==> src/dag_pkg.sv <==
// Constants, field layouts and request codes for the data address generator.
// Assumes one core clock domain; the decoder and the RAM share it.
package dag_pkg;

    // Address widths of the data and program spaces.
    localparam int DAG_ADDR_W = 12;
    localparam int DAG_FILE_W = 8;
    localparam int DAG_BANK_W = 4;
    localparam int DAG_TGT_W = 20;

    // Fixed access window: low part maps to bank 0, high part to the top bank.
    localparam logic [7:0] DAG_ACCESS_SPLIT = 8'h60;
    localparam logic [3:0] DAG_ACCESS_LOW_BANK = 4'h0;
    localparam logic [3:0] DAG_ACCESS_HIGH_BANK = 4'hf;

    // Register byte offsets on the Avalon-MM slave (word index times four).
    localparam logic [4:0] DAG_REG_BANK = 5'h00;
    localparam logic [4:0] DAG_REG_CFG = 5'h04;
    localparam logic [4:0] DAG_REG_STATUS = 5'h08;
    localparam logic [4:0] DAG_REG_PTR0 = 5'h10;
    localparam int DAG_PTR_STRIDE = 4;

    // Field positions inside the registers.
    localparam int DAG_CFG_EXT_BIT = 0;
    localparam int DAG_STS_FAULT_BIT = 12;
    localparam int DAG_STS_FILE_BIT = 13;

    // Reset values, and the read value of unmapped offsets.
    localparam logic [3:0] DAG_BANK_RST = 4'h0;
    localparam logic [11:0] DAG_PTR_RST = 12'h000;
    localparam logic [31:0] DAG_UNMAPPED_DATA = 32'h0000_0000;

    // Addressing mode of one decoded instruction, one-hot.
    typedef enum logic [5:0] {
        DAG_K_INHERENT = 6'b000001,
        DAG_K_LITERAL = 6'b000010,
        DAG_K_DIRECT = 6'b000100,
        DAG_K_FULL = 6'b001000,
        DAG_K_INDIRECT = 6'b010000,
        DAG_K_INDEXED = 6'b100000
    } dag_kind_t;

    // Pointer side effect of an indirect access, one-hot.
    typedef enum logic [4:0] {
        DAG_I_PLAIN = 5'b00001,
        DAG_I_POSTINC = 5'b00010,
        DAG_I_POSTDEC = 5'b00100,
        DAG_I_PREINC = 5'b01000,
        DAG_I_PLUSOFF = 5'b10000
    } dag_ind_t;

endpackage : dag_pkg

==> src/dag_top.sv <==
// Data address generator of an 8-bit core: forms operand and destination
// addresses from decoded opcode fields and keeps the bank and pointer state.
// Assumes the decoder drives its request on the core clock and that
// software reaches the registers over an Avalon-MM slave with waitrequest.
// Behaviour
// - Program memory only through the PC; data via several addressing modes.
// - Indexed literal offset mode works only when extended set is enabled.
// - Inherent instructions have no operand; act globally or on implied register.
// - Literal operand comes from opcode; call and jump carry 20-bit target.
// - Byte and bit instructions carry 8-bit file address in low byte.
// - Access bit one combines bank select with opcode byte into 12 bits.
// - Access bit zero ignores bank select and maps onto access window.
// - File-to-file move uses full 12-bit address, ignoring bank select.
// - Destination bit one writes result back to the source file register.
// - Destination bit zero writes result to working register, file untouched.
// - Instructions without destination bit use their fixed implied destination.
// - Pointers serve as indirect addresses and are directly readable, writable.
// - Indirect accesses can post-increment, post-decrement or pre-increment the pointer, or offset the address.
`timescale 1ns/1ps
`default_nettype none

module dag_top #(
    parameter int NUM_PTR = 3
) (
    // Clock and reset.
    input wire logic clk,
    input wire logic reset_n,
    // Avalon-MM register slave.
    input wire logic [4:0] avs_address,
    input wire logic avs_read,
    input wire logic avs_write,
    input wire logic [31:0] avs_writedata,
    input wire logic [3:0] avs_byteenable,
    output logic [31:0] avs_readdata,
    output logic avs_waitrequest,
    // Decoded instruction from the decoder.
    input wire logic req_valid,
    input wire dag_pkg::dag_kind_t req_kind,
    input wire logic [7:0] req_file_addr,
    input wire logic req_access_bit,
    input wire logic req_has_dest,
    input wire logic req_dest_bit,
    input wire logic req_implied_file,
    input wire logic [11:0] req_full_addr,
    input wire logic [19:0] req_target,
    input wire logic [1:0] req_ptr_sel,
    input wire dag_pkg::dag_ind_t req_ind_mode,
    input wire logic [7:0] req_offset,
    // Address and destination towards the data RAM.
    output logic addr_valid,
    output logic [11:0] data_addr,
    output logic uses_data,
    output logic dest_file,
    output logic dest_working,
    output logic [7:0] literal_value,
    output logic [19:0] program_target,
    output logic mode_fault
);
    import dag_pkg::*;

    // The pointer select is two bits wide, so four pointers at most.
    if (NUM_PTR < 1 || NUM_PTR > 4) begin : g_num_ptr_check
        $error("NUM_PTR must lie between 1 and 4.");
    end

    typedef struct packed {
        logic [3:0] bank;
        logic ext_en;
        logic [NUM_PTR-1:0][11:0] ptr;
        logic ack;
        logic [31:0] rdata;
        logic addr_valid;
        logic [11:0] addr;
        logic uses_data;
        logic dest_file;
        logic dest_working;
        logic [7:0] literal;
        logic [19:0] target;
        logic fault;
    } dag_state_t;

    dag_state_t state_q;
    dag_state_t state_d;

    // Folds an opcode byte into the fixed access window.
    function automatic logic [11:0] dag_window(input logic [7:0] fa);
        if (fa < DAG_ACCESS_SPLIT) begin
            dag_window = {DAG_ACCESS_LOW_BANK, fa};
        end else begin
            dag_window = {DAG_ACCESS_HIGH_BANK, fa};
        end
    endfunction : dag_window

    // Decodes a bus offset into a pointer index, or NUM_PTR when none hits.
    function automatic int dag_ptr_hit(input logic [4:0] a);
        dag_ptr_hit = NUM_PTR;
        for (int i = 0; i < NUM_PTR; i++) begin
            if (a == 5'(int'(DAG_REG_PTR0) + i * DAG_PTR_STRIDE)) begin
                dag_ptr_hit = i;
            end
        end
    endfunction : dag_ptr_hit

    // Avalon slave and address formation share one next-state process.
    always_comb begin
        logic [11:0] sel_ptr;
        logic [11:0] off_ext;
        int hit;
        int psel;
        state_d = state_q;
        sel_ptr = '0;
        off_ext = {4'h0, req_offset};
        hit = dag_ptr_hit(avs_address);
        psel = int'(req_ptr_sel);

        // The answer comes one cycle after the request; ack drops after.
        // A request held through the answer edge is not taken a second time.
        state_d.ack = (avs_read || avs_write) && !state_q.ack;
        if (avs_read && !state_q.ack) begin
            state_d.rdata = DAG_UNMAPPED_DATA;
            case (avs_address)
                DAG_REG_BANK: begin
                    state_d.rdata[3:0] = state_q.bank;
                end
                DAG_REG_CFG: begin
                    state_d.rdata[DAG_CFG_EXT_BIT] = state_q.ext_en;
                end
                DAG_REG_STATUS: begin
                    state_d.rdata[11:0] = state_q.addr;
                    state_d.rdata[DAG_STS_FAULT_BIT] = state_q.fault;
                    state_d.rdata[DAG_STS_FILE_BIT] = state_q.dest_file;
                end
                default: begin
                    if (hit < NUM_PTR) begin
                        state_d.rdata[11:0] = state_q.ptr[hit];
                    end
                end
            endcase
        end

        // Writes take effect on the edge at which the master sees waitrequest
        // low, so a write lands exactly once, where the bus says it does, unless an indirect access to that pointer wins at that edge.
        // The master still holds address, data and lanes at that edge.
        if (avs_write && state_q.ack) begin
            case (avs_address)
                DAG_REG_BANK: begin
                    if (avs_byteenable[0]) begin
                        state_d.bank = avs_writedata[3:0];
                    end
                end
                DAG_REG_CFG: begin
                    if (avs_byteenable[0]) begin
                        state_d.ext_en = avs_writedata[DAG_CFG_EXT_BIT];
                    end
                end
                default: begin
                    if (hit < NUM_PTR) begin
                        if (avs_byteenable[0]) begin
                            state_d.ptr[hit][7:0] = avs_writedata[7:0];
                        end
                        if (avs_byteenable[1]) begin
                            state_d.ptr[hit][11:8] = avs_writedata[11:8];
                        end
                    end
                end
            endcase
        end

        // Results stand until the next request replaces them.
        // Only addr_valid pulses, so the RAM side may latch the rest late.
        state_d.addr_valid = 1'b0;
        if (req_valid) begin
            state_d.addr_valid = 1'b1;
            state_d.fault = 1'b0;
            state_d.uses_data = 1'b0;
            state_d.dest_file = 1'b0;
            state_d.dest_working = 1'b0;
            state_d.addr = '0;
            if (psel < NUM_PTR) begin
                sel_ptr = state_q.ptr[psel];
            end
            case (req_kind)
                DAG_K_INHERENT: begin
                    state_d.dest_file = req_implied_file;
                    state_d.dest_working = !req_implied_file;
                end
                DAG_K_LITERAL: begin
                    state_d.literal = req_file_addr;
                    state_d.target = req_target;
                    state_d.dest_working = 1'b1;
                end
                DAG_K_DIRECT: begin
                    state_d.uses_data = 1'b1;
                    if (req_access_bit) begin
                        state_d.addr = {state_q.bank, req_file_addr};
                    end else begin
                        state_d.addr = dag_window(req_file_addr);
                    end
                end
                DAG_K_FULL: begin
                    state_d.uses_data = 1'b1;
                    state_d.addr = req_full_addr;
                end
                DAG_K_INDIRECT: begin
                    state_d.uses_data = 1'b1;
                    state_d.fault = psel >= NUM_PTR;
                    case (req_ind_mode)
                        DAG_I_PREINC: begin
                            state_d.addr = sel_ptr + 12'h001;
                        end
                        DAG_I_PLUSOFF: begin
                            state_d.addr = sel_ptr + off_ext;
                        end
                        default: begin
                            state_d.addr = sel_ptr;
                        end
                    endcase
                    // pointer side effect, wins over a bus write
                    if (psel < NUM_PTR) begin
                        case (req_ind_mode)
                            DAG_I_POSTINC: begin
                                state_d.ptr[psel] = sel_ptr + 12'h001;
                            end
                            DAG_I_POSTDEC: begin
                                state_d.ptr[psel] = sel_ptr - 12'h001;
                            end
                            DAG_I_PREINC: begin
                                state_d.ptr[psel] = sel_ptr + 12'h001;
                            end
                            default: begin
                                state_d.ptr[psel] = sel_ptr;
                            end
                        endcase
                    end
                end
                DAG_K_INDEXED: begin
                    if (state_q.ext_en && psel < NUM_PTR) begin
                        state_d.uses_data = 1'b1;
                        state_d.addr = sel_ptr + {4'h0, req_file_addr};
                    end else begin
                        state_d.fault = 1'b1;
                    end
                end
                default: begin
                    state_d.fault = 1'b1;
                end
            endcase
            if (req_has_dest && state_d.uses_data) begin
                state_d.dest_file = req_dest_bit;
                state_d.dest_working = !req_dest_bit;
            end else if (state_d.uses_data) begin
                state_d.dest_file = req_implied_file;
                state_d.dest_working = !req_implied_file;
            end
        end
    end

    // One register holds every piece of state; reset gives constants only.
    always_ff @(posedge clk or negedge reset_n) begin
        if (!reset_n) begin
            state_q <= '0;
            state_q.bank <= DAG_BANK_RST;
            for (int i = 0; i < NUM_PTR; i++) begin
                state_q.ptr[i] <= DAG_PTR_RST;
            end
        end else begin
            state_q <= state_d;
        end
    end

    // Outputs come straight from the state register.
    // data addresses only; the program counter lives elsewhere.
    assign avs_readdata = state_q.rdata;
    assign avs_waitrequest = !state_q.ack;
    assign addr_valid = state_q.addr_valid;
    assign data_addr = state_q.addr;
    assign uses_data = state_q.uses_data;
    assign dest_file = state_q.dest_file;
    assign dest_working = state_q.dest_working;
    assign literal_value = state_q.literal;
    assign program_target = state_q.target;
    assign mode_fault = state_q.fault;

endmodule : dag_top

`default_nettype wire

==> config.mk <==
export PLATFORM = sky130hd
export DESIGN_NAME = dag_top
export DESIGN_NICKNAME = d
export VERILOG_FILES = /design/src/dag_pkg.sv /design/src/dag_top.sv
export SDC_FILE = /design/constraint.sdc
export NUM_CORES = 1
export LEC_CHECK = 0
export BUFFER_PORTS_ARGS = -buffer_cell sky130_fd_sc_hd__buf_2
export CORE_MARGIN = 2
export CORE_UTILIZATION = 50
export DETAILED_ROUTE_END_ITERATION = 6
export GPL_ROUTABILITY_DRIVEN = 0
export GPL_TIMING_DRIVEN = 1
export PLACE_DENSITY = 0.79
export SYNTH_ARGS = -nofsm -noshare
export SYNTH_HDL_FRONTEND = slang
export SYNTH_SLANG_ARGS = --single-unit
==> constraint.sdc <==
create_clock -name clk -period 3.38 [get_ports clk]
set_clock_uncertainty 0.2 [all_clocks]
set_input_delay 0.169 -clock clk [delete_from_list [all_inputs] [get_ports clk]]
set_output_delay 0.169 -clock clk [all_outputs]
set_load 0.01 [all_outputs]
==> metrics.csv <==
metric,value,unit
Synth Register Bits,101,
TritonCTS Buffers,9,
Vias,7718,
sequential share of the synthesized area,33.00,%
Detailed Route WL,24.55,mm
Chip Height,127.8,µm
leading area contributor after synthesis,dfrtp_1,
YS warnings,0,
CTS tree,built,
Area contributors post-synth,"dfrtp_1, buf_4, mux2_2, o21ai_0, nor2_1",
Core ar.,15090,µm²
drt pass-1 iters,7,
met2 Use GR,46.68,%
pin count of the biggest net entering global routing,56,
Finish-stage setup viols,0,
io pins,189,
"Top FF cell, synth",dfrtp_1,
Top Usage Layer GRT,met2,
vias per inst,6.357,
reg2reg path depth,13,
WP data arrival,3350,ps
drt wl/cell,20.23,µm
Max Fclk,299.2,MHz
antenna violations before repair,0,
post-place setup slack,-26.18,ps
startpoint types,register,
GR Util All Layers,29.00,%
DRC viols,11,
"antenna viol nets, final",0,
fin. max-slew vios,0,
slew of the pin with the lowest slew margin,1019,ps
crit end category,register,
status,finished with violations,
PnR worst setup slack,38.04,ps
Post-synth EDFFs,0,
slew margin rel.,31.78,%
Max Buffers Root-to-Sink,2,
cell row count,45,
final instance area,9239,µm²
diode count,0,
ys async rst share,100.0,%
Pwr Total,3.586,mW
setup total negative slack,0,ps
clk slew on worst S/H paths,70,ps
Initial Utilization,50.75,%
Worst EP required,3390,ps
most instantiated cells after synthesis,"dfrtp_1, buf_4, nor2_1",
Max Cap Viol,0,
number of global-route vias before repair,6986,
kind of critical path,register to register,
die area,16320,µm²
failing checks,DRC,
die width,127.8,µm
Initial DRC Count,1250,
layout cells sized above 1,28.95,%
Final Hold Vio Count,0,
hold path cells,4,
"Distinct cells, synth",82,
min-delay worst type,input port to register,
"Clk Latency, worst-skew pair",360,ps
Mapped Cells,861,
post-layout minimum cycle time,3342,ps
clk sink count,101,
Power Density,388.1,nW/µm²
leak pwr,4.305,nW
most common cell in the netlist,dfrtp_1,
Critical Path Fanout Max,2,
clock tree root buffer cell,clkbuf_16,
NumNets Final,1152,
Layout area overhead,20.63,%
placed cell areas,8315,µm²
global-route met3 utilization,4.341,%
part of the cycle the worst path needs,98.87,%
share of the synthesized area in the top cell type,33.00,%
hpwl dp,17.54,mm
first-pass GRT wire length,37.25,mm
# port buffers,148,
GR Overflow Total,0,
Syn Area/Cell,8.895,µm²
Filler cells,1210,
grt met1 use,38.09,%
RSZ-0062 raised after global routing,true,
peak supply drop,0.2700,mV
Post-Syn Area,7659,µm²
CTS H-tree depth,3,
[through the flow]
step                      instances  util (%)  hold slack [ps]
after floorplan                 878         -           -326.6
after global placement         1140     55.11            26.20
after detailed placement       1140     55.11            29.03
after CTS                      1205     60.29            1.268
after global routing           1214     61.23            29.16
final                          1214     61.23            2.214
[flip-flops by register name, summed over array words and instances (netlist names)]
register,cells
program_target,20
dest_file,1
uses_data,1
literal_value,8
state_q,42
dest_working,1
mode_fault,1
data_addr,12
addr_valid,1
avs_readdata,14
[layout make-up]
class / count / area (µm²) / area share [%]
Multi-Input combinational cell: 630 / 4404 / 47.67
Clock inverter: 7 / 60.06 / 0.6501
Tap cell: 188 / 235.2 / 2.546
Timing Repair Buffer: 250 / 1677 / 18.15
Inverter: 29 / 110.1 / 1.192
Clock buffer: 9 / 225.2 / 2.438
Sequential cell: 101 / 2527 / 27.36
[cells in the final DEF (no fill, tap or decap), types with 4 or more instances in the layout]
cell	netlist	final
o21ai_0	68	67
inv_1	27	25
ha_1	18	16
mux2i_1	25	25
a31oi_1	8	8
nor2_1	69	69
nor3_1	21	21
buf_4	74	50
nor4_1	9	8
o21a_1	9	9
a222oi_1	17	17
xor2_1	12	12
conb_1	1	18
a32oi_1	7	7
a221o_1	5	5
a211oi_1	11	10
o21ai_1	5	6
or3_1	5	4
a221oi_1	4	4
nor2b_1	9	7
nand2_1	59	59
and3_1	5	5
a22oi_1	27	27
mux2_2	36	36
clkbuf_16	0	9
a22o_1	11	11
or2_2	4	4
nand3_1	20	20
nand3b_1	7	7
dlygate4sd3_1	0	49
a21oi_1	43	43
dfrtp_1	101	101
buf_2	6	147
o2bb2ai_1	6	6
o22ai_1	5	5
o221ai_1	6	6
xnor2_1	16	16
[power breakdown]
part | switching, mW | total [mW] | leakage [nW] | internal, mW
registers | 0.108 | 1.45 | 1.33 | 1.34
clock network | 0.510 | 1.02 | 0.130 | 0.509
logic | 0.605 | 1.12 | 2.85 | 0.511
[critical path: stages (launching register included)]
cell	delay, ps
dfrtp_1	390
mux2i_1	200
a2bb2oi_2	280
clkinv_2	160
ha_4	200
inv_2	50
fa_2	200
nor2b_2	60
o2111a_1	260
or3_4	380
nor3b_4	160
xor2_1	150
a222oi_1	350
o221ai_1	150
[worst paths after layout]
check	start	end	slack, ps
setup / recovery	state_q[102]$_DFF_PN0_	data_addr[10]$_DFFE_PN0P_	40
min in group asynchronous	reset_n	program_target[18]$_DFFE_PN0P_	160
max in group asynchronous	reset_n	avs_readdata[6]$_DFFE_PN0P_	2080
setup reg to reg	state_q[102]$_DFF_PN0_	data_addr[10]$_DFFE_PN0P_	40
hold reg to reg	literal_value[1]$_DFFE_PN0P_	literal_value[1]$_DFFE_PN0P_	290
hold / removal	req_full_addr[4]	data_addr[4]$_DFFE_PN0P_	2
[cells by family after synthesis]
kind of cell / Yosys count / share of synthesized area (%)
muxes: 62 / 8.757
buffers and inverters: 147 / 11.37
xor gates and xnor gates: 28 / 3.202
adders and majority gates: 20 / 3.464
DFF: 101 / 33.00
and+or+nand+nor: 239 / 16.16
AOI/OAI and AO/OA: 263 / 24.00
other: 1 / 0.04896
[routing by layer]
metal | wire, µm | up-vias
li1 | - | 3419
met1 | 9464 | 3638
met2 | 11320 | 566
met3 | 2469 | 95
met4 | 1304 | 0
met5 | 0 | -
[timing repair]
| action | CTS | global route |
|---|---|---|
| pin swaps | 1 | 6 |
| cloned | 0 | 0 |
| buffers inserted | 0 | 9 |
| endpoints found under the hold margin | 116 | 0 |
| setup endpoints to repair | 2 | 7 |
| hold buffers | 49 | 0 |
| resized for setup | 2 | 18 |
Power figures use the tool's default switching activity.
